## src/common/brnc_cfg.svh

```systemverilog
`ifndef BRNC_CFG_SVH
`define BRNC_CFG_SVH

// ****************************************
// register map, byte addresses
// ****************************************
`define BRNC_ADDR_CTRL      8'h00
`define BRNC_ADDR_SRC       8'h04
`define BRNC_ADDR_STAT      8'h08
`define BRNC_ADDR_IEN       8'h0c

// ****************************************
// control register fields and reset values
// ****************************************
`define BRNC_CTRL_MASK_BIT  0
`define BRNC_CTRL_CLRN_BIT  1
`define BRNC_CTRL_RST       2'h3

// ****************************************
// event bits of status and enable
// ****************************************
`define BRNC_EV_UART        0
`define BRNC_EV_NMI_TP      1
`define BRNC_EV_HOST_NMI    2
`define BRNC_EV_TIMEOUT     3
`define BRNC_EV_RST_TP      4
`define BRNC_EV_RST_BTN     5
`define BRNC_EV_RST_HOST    6
`define BRNC_EV_POR         7
`define BRNC_EV_W           8
`define BRNC_SRC_NMI_BIT    4

// ****************************************
// pin vector layout and idle levels
// ****************************************
`define BRNC_PIN_RST_TP_N   0
`define BRNC_PIN_BTN_N      1
`define BRNC_PIN_HOST_RST   2
`define BRNC_PIN_UART_N     3
`define BRNC_PIN_NMI_TP_N   4
`define BRNC_PIN_HOST_NMI   5
`define BRNC_PIN_BUSY       6
`define BRNC_PIN_W          7
`define BRNC_PIN_IDLE       7'h1b

// ****************************************
// timing
// ****************************************
`define BRNC_CLK_PERIOD_NS  4
`define BRNC_POR_NS         1000
`define BRNC_POR_CYCLES     ((`BRNC_POR_NS + `BRNC_CLK_PERIOD_NS - 1) / `BRNC_CLK_PERIOD_NS)
`define BRNC_POR_CW         8
`define BRNC_BTO_CYCLES     30
`define BRNC_BTO_CW         5
`define BRNC_BUS_DIV        4
`define BRNC_DIV_CW         4

`endif

```

## src/common/brnc_pkg.sv

```systemverilog
`include "brnc_cfg.svh"

package brnc_pkg;

    typedef struct packed {
        logic [`BRNC_PIN_W-1:0]  s1;
        logic [`BRNC_PIN_W-1:0]  s2;
        logic [`BRNC_PIN_W-1:0]  s3;
        logic [`BRNC_PIN_W-1:0]  pin;
        logic [`BRNC_POR_CW-1:0] por_cnt;
        logic                    por_act;
        logic [`BRNC_DIV_CW-1:0] div_cnt;
        logic [`BRNC_BTO_CW-1:0] bto_cnt;
        logic                    bto_flag_n;
        logic                    clr_prev;
        logic                    mask;
        logic                    clear_n;
        logic [`BRNC_EV_W-1:0]   stat;
        logic [`BRNC_EV_W-1:0]   ien;
        logic [31:0]             rdata;
        logic                    cpu_rst_n;
        logic                    sys_rst_n;
        logic                    nmi_n;
        logic                    irq;
    } brnc_state_type;

endpackage

```

## src/verilog/brnc_top.sv

```systemverilog
// Operation
// - the cpu reset is active while power-on, test pin, push button or host reset is active.
// - every source that resets the cpu also drives the board system reset at the same time.
// - a power-on reset pulse is produced by itself after board power comes up.
// - the reset test pin, when asserted, resets the cpu and the board.
// - the rear push button, when pressed, resets the cpu and the board.
// - a host reset request from the isa side resets the cpu and the board.
// - an active uart interrupt output raises the urgent interrupt unless masked.
// - the urgent interrupt test pin is one more source of the urgent interrupt.
// - a host urgent request for communication is passed on, subject to the mask.
// - while the gate mask bit is 1 no urgent source reaches the cpu.
// - reset and urgent interrupt are driven to the cpu as active-low levels.
// - the gate mask blocks at a gate when 1 and is set to 1 by any reset.
// - the active-low timeout flag drops after a bus access runs 30 bus cycles.
// - the timeout flag returns to 1 after the clear bit goes 0 and back to 1, or on any reset.
//
// The register addresses and the strobed register port were left to the implementer.

`timescale 1ns/1ps
`default_nettype none

`include "brnc_cfg.svh"

module brnc_top #(
    parameter int POR_CYCLES = `BRNC_POR_CYCLES,
    parameter int BUS_DIV    = `BRNC_BUS_DIV
) (
    input  wire logic        sys_clk,
    input  wire logic        rst_b,
    input  wire logic        reset_test_n,
    input  wire logic        push_button_reset_n,
    input  wire logic        host_reset_req,
    input  wire logic        uart_irq_request_n,
    input  wire logic        nmi_test_n,
    input  wire logic        host_nmi_req,
    input  wire logic        bus_access_busy,
    input  wire logic [7:0]  reg_addr,
    input  wire logic [31:0] reg_wdata,
    input  wire logic        reg_wr,
    input  wire logic        reg_rd,
    output logic      [31:0] reg_rdata,
    output logic             cpu_reset_n,
    output logic             sys_reset_n,
    output logic             cpu_nmi_n,
    output logic             bus_timeout_flag_n,
    output logic             irq
);

    // ****************************************
    // reset release
    // ****************************************
    logic       rst_s1_ff;
    logic       rst_s2_ff;

    always_ff @(posedge sys_clk or negedge rst_b) begin
        if (!rst_b) begin
            rst_s1_ff <= 1'b0;
            rst_s2_ff <= 1'b0;
        end else begin
            rst_s1_ff <= 1'b1;
            rst_s2_ff <= rst_s1_ff;
        end
    end

    // ****************************************
    // helpers
    // ****************************************
    // a pin only changes once the second and third stages agree
    function automatic logic [`BRNC_PIN_W-1:0] settle(
        input logic [`BRNC_PIN_W-1:0] cur,
        input logic [`BRNC_PIN_W-1:0] b,
        input logic [`BRNC_PIN_W-1:0] c
    );
        logic [`BRNC_PIN_W-1:0] r;
        r = cur;
        for (int i = 0; i < `BRNC_PIN_W; i++) begin
            if (b[i] == c[i]) begin
                r[i] = c[i];
            end
        end
        return r;
    endfunction

    function automatic logic hit(
        input logic [7:0] a,
        input logic [7:0] want
    );
        return a == want;
    endfunction

    // ****************************************
    // state
    // ****************************************
    brnc_pkg::brnc_state_type st_ff;
    brnc_pkg::brnc_state_type nxt_st;

    logic [`BRNC_PIN_W-1:0]  raw_pins;
    logic                    src_rst_tp;
    logic                    src_rst_btn;
    logic                    src_rst_host;
    logic                    src_uart;
    logic                    src_nmi_tp;
    logic                    src_host_nmi;
    logic                    src_bto;
    logic                    busy;
    logic                    rst_any;
    logic                    nmi_any;
    logic                    bus_tick;
    logic [`BRNC_EV_W-1:0]   events;
    logic [`BRNC_BTO_CW-1:0] bto_inc;

    always_comb begin
        raw_pins = '0;
        raw_pins[`BRNC_PIN_RST_TP_N] = reset_test_n;
        raw_pins[`BRNC_PIN_BTN_N]    = push_button_reset_n;
        raw_pins[`BRNC_PIN_HOST_RST] = host_reset_req;
        raw_pins[`BRNC_PIN_UART_N]   = uart_irq_request_n;
        raw_pins[`BRNC_PIN_NMI_TP_N] = nmi_test_n;
        raw_pins[`BRNC_PIN_HOST_NMI] = host_nmi_req;
        raw_pins[`BRNC_PIN_BUSY]     = bus_access_busy;
    end

    always_comb begin
        nxt_st = st_ff;

        // ****************************************
        // pin synchronisers
        // ****************************************
        nxt_st.s1  = raw_pins;
        nxt_st.s2  = st_ff.s1;
        nxt_st.s3  = st_ff.s2;
        nxt_st.pin = settle(st_ff.pin, st_ff.s2, st_ff.s3);

        src_rst_tp   = !st_ff.pin[`BRNC_PIN_RST_TP_N];
        src_rst_btn  = !st_ff.pin[`BRNC_PIN_BTN_N];
        src_rst_host = st_ff.pin[`BRNC_PIN_HOST_RST];
        src_uart     = !st_ff.pin[`BRNC_PIN_UART_N];
        src_nmi_tp   = !st_ff.pin[`BRNC_PIN_NMI_TP_N];
        src_host_nmi = st_ff.pin[`BRNC_PIN_HOST_NMI];
        busy         = st_ff.pin[`BRNC_PIN_BUSY];
        src_bto      = !st_ff.bto_flag_n;

        // ****************************************
        // power-on stretch
        // ****************************************
        // counts after the reset release so the cpu sees a clean pulse
        if (st_ff.por_act) begin
            if (st_ff.por_cnt == `BRNC_POR_CW'(POR_CYCLES - 1)) begin
                nxt_st.por_act = 1'b0;
            end else begin
                nxt_st.por_cnt = st_ff.por_cnt + `BRNC_POR_CW'(1);
            end
        end

        rst_any = st_ff.por_act | src_rst_tp | src_rst_btn | src_rst_host;

        // ****************************************
        // bus cycle divider
        // ****************************************
        bus_tick = 1'b0;
        if (st_ff.div_cnt == `BRNC_DIV_CW'(BUS_DIV - 1)) begin
            nxt_st.div_cnt = '0;
            bus_tick       = 1'b1;
        end else begin
            nxt_st.div_cnt = st_ff.div_cnt + `BRNC_DIV_CW'(1);
        end

        // ****************************************
        // register writes
        // ****************************************
        if (reg_wr) begin
            if (hit(reg_addr, `BRNC_ADDR_CTRL)) begin
                nxt_st.mask    = reg_wdata[`BRNC_CTRL_MASK_BIT];
                nxt_st.clear_n = reg_wdata[`BRNC_CTRL_CLRN_BIT];
            end else if (hit(reg_addr, `BRNC_ADDR_STAT)) begin
                nxt_st.stat = st_ff.stat & ~reg_wdata[`BRNC_EV_W-1:0];
            end else if (hit(reg_addr, `BRNC_ADDR_IEN)) begin
                nxt_st.ien = reg_wdata[`BRNC_EV_W-1:0];
            end
        end

        // ****************************************
        // bus timeout flag
        // ****************************************
        nxt_st.clr_prev = st_ff.clear_n;
        bto_inc = st_ff.bto_cnt + `BRNC_BTO_CW'(1);
        if (!st_ff.clr_prev && st_ff.clear_n) begin
            nxt_st.bto_flag_n = 1'b1;
            nxt_st.bto_cnt    = '0;
        end
        if (!busy) begin
            nxt_st.bto_cnt = '0;
        end else if (bus_tick && st_ff.bto_flag_n) begin
            nxt_st.bto_cnt = bto_inc;
            if (bto_inc >= `BRNC_BTO_CW'(`BRNC_BTO_CYCLES)) begin
                nxt_st.bto_flag_n = 1'b0;
                nxt_st.bto_cnt    = '0;
            end
        end

        // ****************************************
        // board reset of control state
        // ****************************************
        if (rst_any) begin
            nxt_st.mask       = 1'b1;
            nxt_st.clear_n    = 1'b1;
            nxt_st.clr_prev   = 1'b1;
            nxt_st.bto_flag_n = 1'b1;
            nxt_st.bto_cnt    = '0;
        end

        // ****************************************
        // urgent interrupt combine
        // ****************************************
        // the mask acts on the live or, so a source that stays up reappears on unmask
        nmi_any = src_uart | src_nmi_tp | src_host_nmi | src_bto;
        nxt_st.nmi_n = !(nmi_any && !st_ff.mask);

        nxt_st.cpu_rst_n = !rst_any;
        nxt_st.sys_rst_n = !rst_any;

        // ****************************************
        // sticky events, set beats clear
        // ****************************************
        events = '0;
        events[`BRNC_EV_UART]     = src_uart;
        events[`BRNC_EV_NMI_TP]   = src_nmi_tp;
        events[`BRNC_EV_HOST_NMI] = src_host_nmi;
        events[`BRNC_EV_TIMEOUT]  = src_bto;
        events[`BRNC_EV_RST_TP]   = src_rst_tp;
        events[`BRNC_EV_RST_BTN]  = src_rst_btn;
        events[`BRNC_EV_RST_HOST] = src_rst_host;
        events[`BRNC_EV_POR]      = st_ff.por_act;
        nxt_st.stat = nxt_st.stat | events;
        nxt_st.irq  = |(nxt_st.stat & nxt_st.ien);

        // ****************************************
        // register reads
        // ****************************************
        nxt_st.rdata = '0;
        if (reg_rd) begin
            if (hit(reg_addr, `BRNC_ADDR_CTRL)) begin
                nxt_st.rdata[`BRNC_CTRL_MASK_BIT] = st_ff.mask;
                nxt_st.rdata[`BRNC_CTRL_CLRN_BIT] = st_ff.clear_n;
            end else if (hit(reg_addr, `BRNC_ADDR_SRC)) begin
                nxt_st.rdata[`BRNC_EV_UART]     = src_uart;
                nxt_st.rdata[`BRNC_EV_NMI_TP]   = src_nmi_tp;
                nxt_st.rdata[`BRNC_EV_HOST_NMI] = src_host_nmi;
                nxt_st.rdata[`BRNC_EV_TIMEOUT]  = src_bto;
                nxt_st.rdata[`BRNC_SRC_NMI_BIT] = !st_ff.nmi_n;
            end else if (hit(reg_addr, `BRNC_ADDR_STAT)) begin
                nxt_st.rdata[`BRNC_EV_W-1:0] = st_ff.stat;
            end else if (hit(reg_addr, `BRNC_ADDR_IEN)) begin
                nxt_st.rdata[`BRNC_EV_W-1:0] = st_ff.ien;
            end
        end
    end

    // ****************************************
    // state register
    // ****************************************
    always_ff @(posedge sys_clk or negedge rst_s2_ff) begin
        if (!rst_s2_ff) begin
            st_ff            <= '0;
            st_ff.s1         <= `BRNC_PIN_IDLE;
            st_ff.s2         <= `BRNC_PIN_IDLE;
            st_ff.s3         <= `BRNC_PIN_IDLE;
            st_ff.pin        <= `BRNC_PIN_IDLE;
            st_ff.por_act    <= 1'b1;
            st_ff.bto_flag_n <= 1'b1;
            st_ff.clr_prev   <= 1'b1;
            st_ff.mask       <= 1'(`BRNC_CTRL_RST >> `BRNC_CTRL_MASK_BIT);
            st_ff.clear_n    <= 1'b1;
            st_ff.nmi_n      <= 1'b1;
        end else begin
            st_ff <= nxt_st;
        end
    end

    // ****************************************
    // outputs
    // ****************************************
    assign reg_rdata          = st_ff.rdata;
    assign cpu_reset_n        = st_ff.cpu_rst_n;
    assign sys_reset_n        = st_ff.sys_rst_n;
    assign cpu_nmi_n          = st_ff.nmi_n;
    assign bus_timeout_flag_n = st_ff.bto_flag_n;
    assign irq                = st_ff.irq;

endmodule

`default_nettype wire

```

## config.mk

```make
export PLATFORM = sky130hd
export DESIGN_NAME = brnc_top
export DESIGN_NICKNAME = d
export VERILOG_FILES = /design/src/common/brnc_pkg.sv /design/src/verilog/brnc_top.sv
export VERILOG_INCLUDE_DIRS = /design/src /design/src/common
export SDC_FILE = /design/constraint.sdc
export NUM_CORES = 1
export LEC_CHECK = 0
export BUFFER_PORTS_ARGS = -buffer_cell sky130_fd_sc_hd__buf_2
export CAP_MARGIN = 20
export CORE_ASPECT_RATIO = 2
export CORE_MARGIN = 1.5
export CORE_UTILIZATION = 35
export CTS_BUF_LIST = sky130_fd_sc_hd__clkbuf_8
export DETAILED_ROUTE_END_ITERATION = 10
export GPL_TIMING_DRIVEN = 0
export SKIP_CTS_REPAIR_TIMING = 1
export SLEW_MARGIN = 20
export SYNTH_ARGS = -nofsm -noshare
export SYNTH_HDL_FRONTEND = slang
export SYNTH_SLANG_ARGS = --single-unit
```

## constraint.sdc

```tcl
create_clock -name sys_clk -period 2.86 [get_ports sys_clk]
set_clock_uncertainty 0.05 [all_clocks]
set_input_delay 0.429 -clock sys_clk [delete_from_list [all_inputs] [get_ports sys_clk]]
set_output_delay 0.429 -clock sys_clk [all_outputs]
set_load 0.05 [all_outputs]
```

## Yosys cells after proc, flatten, opt, wreduce, memory -nomap -nowiden

Index checks and enable logic that the tools add are counted.

- $lt $le $gt $ge: 1
- $add $sub $neg: 3
- Eq/ne operators: 13
- Bitwise gates (word level): 11
- Reduce and logical (&&, ||, !) cells: 19
- Mux-type cells: 23

Operator list:

| operator | count |
|---|---|
| $mux 8 | 6 |
| $mux 6 | 4 |
| $mux 18 | 1 |
| $and 8x8->8 | 2 |
| $eq 8x4->1 const B | 2 |
| $mux 16 | 1 |
| $logic_not 1->1 | 10 |
| $mux 5 | 2 |
| $mux 9 | 1 |
| $add 8x1->8 const B | 1 |
| $eq 8x3->1 const B | 1 |
| $eq 8x8->1 const B | 1 |
| $logic_not 8->1 | 1 |
| $not 8->8 | 1 |
| $or 8x8->8 | 1 |
| $reduce_or 8->1 | 1 |
| $eq 1x1->1 | 7 |
| $or 1x1->1 | 6 |
| $add 5x1->5 const B | 1 |
| $ge 5x5->1 const B | 1 |
| $add 4x1->4 const B | 1 |
| $eq 4x2->1 const B | 1 |
| $mux 1 | 4 |
| $mux 2 | 2 |
| other kinds (7) | 11 |

- Bits of input ports: 51
- Output and inout port bits: 37
- Register bits after elaboration: 79
- Word-level logic and storage cells: 96

## Longest topological paths before layout

Gate-level depths: netlist of run 1.

- Word-level depth: 8
- Depth in mapped cells: 7
- Gate-level depth less buffers: 7

## Least setup slack after synthesis of run 1

Ideal clock, no wire load.

- Path kind: input -> register
- From: input reg_addr[7]
- To: register st_ff, in the netlist irq
- Buffers on the path: 1
- Arrival: 2.100 ns
- Stages on the path: 6
- Library setup time: 0.139 ns
- Required time: 2.671 ns
- Path slack: 0.571 ns
- Path through: nor3b_4 > and4_1 > buf_6 > mux2_4 > a2bb2o_4 > or4_1

RTL lines:

| element | RTL line | source |
|---|---|---|
| start, declared | brnc_top.sv:37 | `input wire logic [7:0] reg_addr,` |
| end signal, assigned | brnc_top.sv:276 | `st_ff <= nxt_st;` |
| end, declared | brnc_top.sv:94 | `brnc_pkg::brnc_state_type st_ff;` |

==> results.txt, run 1 <==
----------------------------------------------------
[STA]
  Final Hold Fails ... 0
  Highest attainable clock frequency ... 0.428 GHz
  Min Clock Period, post-route ... 2330 ps
  Final clock period utilization by the worst path ... 81.6%
  Max-Slew Margin vs Limit ... 64.4%
  Transition at the pin with the smallest max-transition slack ... 535 ps
  # setup viols final ... 0
  Final count of pins violating max slew ... 0
  Unrepaired setup endpoints after global routing ... no
  Post-layout worst setup margin ... 525 ps
  Smallest hold slack ... 122 ps

[Global routing]
  Wire length of the first global-routing pass ... 9.80 mm
  Maximum number of pins on one net before global-route repair ... 44
  Via count of the first global-routing pass ... 2,165
  Total grt overflow ... 0
  Overall global routing resource usage ... 12.6%
  Initial antenna violation count ... 0

[Route]
  Routed wire length per instance ... 13.1 um
  DRT Pass-1 Iters ... 4
  DRC Markers ... 0
  Remaining number of nets flagged by the antenna check after routing ... 0
  Number of vias after detailed routing ... 2,155
  Iteration-0 DRC Markers ... 149
  Routed wire length ... 6.04 mm
  Routed vias/inst ... 4.66

[Die]
  Placement row count ... 50
  Width of the die ... 72.5 um
  Standard cell core area ... 0.00938 sq mm
  DIE AREA ... 0.0103 sq mm
  Die outline height ... 142 um
  Ports placed on the boundary ... 88
  Initial Util ... 36.1%

[Placement]
  Placed Instance Area ... 0.00382 sq mm
  DP Wirelength ... 4.41 mm
  Post-placement setup slack ... 135 ps
  Total instance count after detailed placement ... 445
  PortBufs ... 39
  Final weighted congestion in routability-driven placement ... 0.756

[Yosys]
  Largest family of logic cells by synthesized area ... buffers and inverters
  Count of flip-flops with a built-in enable after synthesis ... 0
  Average cell area after synthesis ... 12.2 sq um
  Xor-xnor portion of the synthesized cell area ... 2.33%
  Synthesized-area fraction occupied by ao, oa, aoi and oai cells ... 8.14%
  Gate count of the mapped netlist ... 278
  Netlist area before placement ... 0.00338 sq mm
  Count of synthesis-stage warnings from yosys ... 0
  Sequential-to-total area share from yosys stat ... 59.2%
  Share of Yosys cell area claimed by the top area cell type ... 42.2%
  Top cell type by total area after synthesis ... sky130_fd_sc_hd__dfrtp_1
  Fraction of registers with async set or reset after synthesis ... 100%
  Synth Register Bits ... 79
  Cell variety after synth ... 42
  Synth Flop Type ... sky130_fd_sc_hd__dfrtp_1
  Synth top area cells ... sky130_fd_sc_hd__dfrtp_1 (42%), sky130_fd_sc_hd__dfstp_2 (17%), sky130_fd_sc_hd__buf_4 (7.5%)
  Fraction of the mapped netlist area in simple logic gates ... 10.4%
  Share of synthesized area spent on multiplexers ... 4.96%
  Adder-Cell Fraction of Synth Area ... 3.92%

[Worst setup path]
  Worst reg2reg startpoint ... st_ff[74]
  Maximum fanout encountered on the critical timing path ... 10
  Startpoint Class ... input pin
  Required time of the worst setup path ... 3040 ps
  Register-to-Register Path Depth ... 5
  Worst r2r dst ... st_ff[59]
  Setup crit end kind ... register
  Flop2flop setup slack ... 1040 ps
  Setup Crit Path Kind ... in2reg
  Signal arrival time at the worst endpoint ... 2510 ps

[Min path]
  Depth of the worst hold-timing path ... 1
  Hold path start ... push_button_reset_n
  Path class of the lowest-slack min-delay path ... in2reg
  WHS Endpoint ... nxt_st[89]

[Outcome]
  Status ... completed

[Layout]
  Fraction of final layout cells sized beyond drive strength 1 ... 33.2%
  Final layout net count ... 409
  Total inserted antenna cells ... 0
  Layout overhead on the synthesized area ... 18.6%
  Footprint of the flip-flops and latches ... 0.00201 sq mm
  Final Instance Count excl. Fillers ... 462
  Final Cell Area ... 0.00401 sq mm
  Leading cell type in the layout, fill and taps excluded ... sky130_fd_sc_hd__dfrtp_1
  Filler cell count in the final layout ... 903
  Multi-input combinational cell area ... 0.00110 sq mm
  Highest-count cells in the layout ignoring fill and taps ... sky130_fd_sc_hd__dfrtp_1 (56), sky130_fd_sc_hd__buf_2 (39), sky130_fd_sc_hd__buf_4 (34)

[Clock tree]
  Sink count of the clock tree ... 79
  Clock insertion delay at the later pin of the skew report ... 350 ps
  Htree depth ... 3
  Clock slew at reported path FFs ... 80 ps
  CTS tree ... yes
  Clock Tree Buf Depth ... 2
  Root buffer cell ... sky130_fd_sc_hd__clkbuf_8
  Number of CTS-inserted buffers ... 9

[Power and ir drop]
  Total chip power ... 2.21 mW
  Maximum ir drop on the vdd rail ... 0.319 mV
  Cell area power density ... 550 mW/mm^2
  Leakage ... 1.93 nW

[Flow run]
  Number of max-cap violations ... 0

----------------------------------------------------
## metal layers
layer | wire length (um) | part of all wire, % | global-route usage [%]
met1 | 2360 | 39 | 13.2
met2 | 3180 | 53 | 22.0
met3 | 226 | 3.7 | 1.56
met4 | 269 | 4.5 | 9.83
met5 | 0 | 0 | 0
## how the worst max path moves through the flow
stage                   end        start  cells after the start
4_1_cts                 irq  reg_addr[7]                      7
3_5_place_dp            irq  reg_addr[7]                      7
2_1_floorplan          busy    rst_s2_ff                      0
5_1_grt                 irq  reg_addr[7]                      7
3_3_place_gp   reg_rdata[5]    rst_s2_ff                      0
6_report                irq  reg_addr[7]                      7
## registers in the layout, summed over array words and instances, names as in the netlist
name                flops
st_ff                  47
nxt_st                 14
irq                     1
rst_s1_ff               1
reg_rdata               8
events                  3
rst_s2_ff               1
busy                    1
cpu_nmi_n               1
sys_reset_n             1
bus_timeout_flag_n      1
## layout make-up
cell class,instances,share of cell area (%)
Tap cell,104,3.24
Inverter,20,1.87
Clock buffer,9,3.09
Multi-Input combinational cell,163,27.4
Sequential cell,79,50.1
Timing Repair Buffer,41,5.61
Clock inverter,7,1.47
Buffer,39,7.21
## cells in the mapped netlist, types with 4 or more instances
library cell               number
sky130_fd_sc_hd__inv_1         20
sky130_fd_sc_hd__nand4_1       12
sky130_fd_sc_hd__a211oi_1       4
sky130_fd_sc_hd__mux2i_1       13
sky130_fd_sc_hd__maj3_1         7
sky130_fd_sc_hd__dfstp_2       22
sky130_fd_sc_hd__nand3_1        7
sky130_fd_sc_hd__xor2_1         4
sky130_fd_sc_hd__o21ai_0        8
sky130_fd_sc_hd__ha_1           5
sky130_fd_sc_hd__a21boi_0       6
sky130_fd_sc_hd__dfrtp_1       57
sky130_fd_sc_hd__nand2_1       14
sky130_fd_sc_hd__nor2_1        14
sky130_fd_sc_hd__xnor2_1        5
sky130_fd_sc_hd__nor2b_1        4
sky130_fd_sc_hd__a21oi_1        4
sky130_fd_sc_hd__buf_4         34
## critical path: stages
cell	delay, ps
sky130_fd_sc_hd__buf_2	120
sky130_fd_sc_hd__nor3b_4	460
sky130_fd_sc_hd__and4_1	280
sky130_fd_sc_hd__buf_6	160
sky130_fd_sc_hd__mux2i_1	300
sky130_fd_sc_hd__a2bb2o_4	240
sky130_fd_sc_hd__or4_1	510
## per-stage QoR
stage               TNS, ps  util (%)
finish                    0      42.7
global route              0      42.7
CTS                       0      42.6
detailed placement        0      40.7
global placement     -21410      40.4
floorplan                 0         -
## cell families after synthesis
group | Yosys count
and+or+nand+nor | 62
adders and majority gates | 12
xor gates and xnor gates | 9
AOI/OAI and AO/OA | 39
DFF | 79
buffers and inverters | 59
other | 2
muxes | 16
## power by group
group	total (mW)	internal [mW]	switching, mW
Combinational	0.229	0.0764	0.153
Sequential	1.20	1.17	0.0304
Clock	0.780	0.391	0.389
Total	2.21	1.63	0.573
Power figures use the tool's default switching activity.
==> run 2, diff against run 1 <==
==> constraint.sdc (replaced) <==
create_clock -name sys_clk -period 2.05 [get_ports sys_clk]
set_clock_uncertainty 0.05 [all_clocks]
set_input_delay 0.3075 -clock sys_clk [delete_from_list [all_inputs] [get_ports sys_clk]]
set_output_delay 0.3075 -clock sys_clk [all_outputs]
set_load 0.05 [all_outputs]
==> results.txt, run 2 (synthesis results as in run 1) <==
----------------------------------------------------
[Route]
  DRC Markers ... 0
  Routed vias/inst ... 4.61
  Number of vias after detailed routing ... 2,170
  DRT Pass-1 Iters ... 4
  Routed wire length ... 5.94 mm
  Remaining number of nets flagged by the antenna check after routing ... 0
  Iteration-0 DRC Markers ... 131
  Routed wire length per instance ... 12.6 um

[Worst setup path]
  Worst r2r dst ... st_ff[60]
  Required time of the worst setup path ... 2220 ps
  Worst path cell trace ... buf_2, nor4_4, and4_1, buf_6, mux2_4, o2bb2ai_1, or4_1
  Peak per-stage delay on the critical path ... 490 ps
  Buffers & Inverters on Critical Path ... 2
  Signal arrival time at the worst endpoint ... 2150 ps
  Worst reg2reg startpoint ... st_ff[74]
  Startpoint Class ... input pin
  Worst path depth ... 7
  Flop2flop setup slack ... 170 ps
  Setup crit end kind ... register
  Cell type of the slowest stage on the worst timing path ... sky130_fd_sc_hd__or4_1
  Register-to-Register Path Depth ... 5
  Maximum fanout encountered on the critical timing path ... 8
  Crit-path leading delay family ... simple AND/OR/NAND/NOR gates
  Setup Crit Path Kind ... in2reg

[Die]
  Ports placed on the boundary ... 88
  Standard cell core area ... 0.00938 sq mm
  Initial Util ... 36.1%
  Die outline height ... 142 um
  Placement row count ... 50
  DIE AREA ... 0.0103 sq mm
  Width of the die ... 72.5 um

[Global routing]
  Initial antenna violation count ... 0
  Wire length of the first global-routing pass ... 9.96 mm
  Maximum number of pins on one net before global-route repair ... 50
  Via count of the first global-routing pass ... 2,094
  Overall global routing resource usage ... 12.7%
  Total grt overflow ... 0

[Min path]
  WHS Endpoint ... nxt_st[93]
  Path class of the lowest-slack min-delay path ... in2reg
  Hold path start ... host_nmi_req
  Depth of the worst hold-timing path ... 1

[Flow run]
  Number of max-cap violations ... 0

[STA]
  Transition at the pin with the smallest max-transition slack ... 532 ps
  # setup viols final ... 0
  Min Clock Period, post-route ... 1980 ps
  Final clock period utilization by the worst path ... 96.7%
  Highest attainable clock frequency ... 0.504 GHz
  Final count of pins violating max slew ... 0
  Unrepaired setup endpoints after global routing ... no
  Final Hold Fails ... 0
  Max-Slew Margin vs Limit ... 64.5%
  Smallest hold slack ... 20.7 ps

[Power and ir drop]
  Maximum ir drop on the vdd rail ... 0.402 mV
  Leakage ... 1.99 nW
  Cell area power density ... 765 mW/mm^2

[Layout]
  Layout overhead on the synthesized area ... 22.1%
  Fraction of final layout cells sized beyond drive strength 1 ... 33.5%
  Highest-count cells in the layout ignoring fill and taps ... sky130_fd_sc_hd__dfrtp_1 (56), sky130_fd_sc_hd__buf_2 (39), sky130_fd_sc_hd__buf_4 (37)
  Number of flip-flops under the largest register name ... 47
  Largest register by flop count ... st_ff
  Filler cell count in the final layout ... 909
  Leading cell type in the layout, fill and taps excluded ... sky130_fd_sc_hd__dfrtp_1
  Final Cell Area ... 0.00413 sq mm
  Total inserted antenna cells ... 0
  Final layout net count ... 418

[Clock tree]
  Sink count of the clock tree ... 79
  Clock Tree Buf Depth ... 2
  Root buffer cell ... sky130_fd_sc_hd__clkbuf_8
  Number of CTS-inserted buffers ... 9
  Htree depth ... 3
  Clock insertion delay at the later pin of the skew report ... 350 ps
  Clock slew at reported path FFs ... 80 ps
  CTS tree ... yes

[Placement]
  Final weighted congestion in routability-driven placement ... 0.787
  Placed Instance Area ... 0.00383 sq mm
  DP Wirelength ... 4.31 mm
  PortBufs ... 39

[Outcome]
  Status ... completed

----------------------------------------------------
==> run 2: changes by cell type in the layout (fill, tap and decap cells not counted), sizes merged <==
cell	before	now
buf	77	80
clkbuf	11	13
clkinv	2	1
clkinvlp	1	0
dlygate4sd3	1	7
==> run 2: layer usage <==
| layer | track usage (%) | share of wire, % | routed length [um] |
|---|---|---|---|
| met1 | 13.9 | 41 | 2430 |
| met4 | 7.85 | 3.4 | 201 |
| met2 | 21.6 | 51 | 3030 |
| met3 | 3.05 | 4.7 | 280 |
| met5 | 0 | 0 | 0 |
==> run 2: per-stage QoR <==
stage / util, % / setup slack [ps] / TNS [ps] / instances / total power [mW]
final: 44.0 / 66.9 / 0 / 471 / 3.16
after floorplan: - / -42.2 / -42.2 / 301 / 1.94
after global routing: 44.0 / 20.3 / 0 / 471 / 3.32
after CTS: 43.0 / -88.2 / -88.2 / 461 / 3.20
after global placement: 40.5 / -463 / -463 / 444 / 2.01
after detailed placement: 40.9 / -476 / -476 / 445 / 2.02
==> run 2: worst register-to-register path, cell delays in order (launching register included) <==
cell and delay (ps):
sky130_fd_sc_hd__dfstp_2 550, sky130_fd_sc_hd__nor4bb_1 250, sky130_fd_sc_hd__clkbuf_1 340, sky130_fd_sc_hd__and3_1 280, sky130_fd_sc_hd__nand2_1 120, sky130_fd_sc_hd__o21ai_0 190
==> run 2: area by class of cell <==
class                      count  area, sq um  share of cell area (%)
inverter                      20         75.1                    1.82
clock buffer                  11          151                    3.66
sequential                    79         2010                    48.6
timing repair buffer          50          315                    7.63
buffer                        39          289                    7.00
tap                          104          130                    3.15
clock inverter                 5         50.0                    1.21
multi-input combinational    163         1110                    26.9
==> run 2: how the worst max path moves through the flow <==
stage	start	endpoint	slack, ps
final	reg_addr[5]	irq	70
after global routing	reg_addr[5]	irq	20
after CTS	reg_addr[6]	irq	-90
after detailed placement	reg_addr[6]	irq	-480
after global placement	reg_addr[6]	irq	-460
after floorplan	reg_addr[6]	irq	-40
==> run 2: where the power goes <==
group          total, mW  switching [mW]  internal, mW
Combinational      0.336           0.217         0.120
Clock               1.16           0.537         0.619
Sequential          1.67          0.0416          1.63
Total               3.16           0.795          2.37
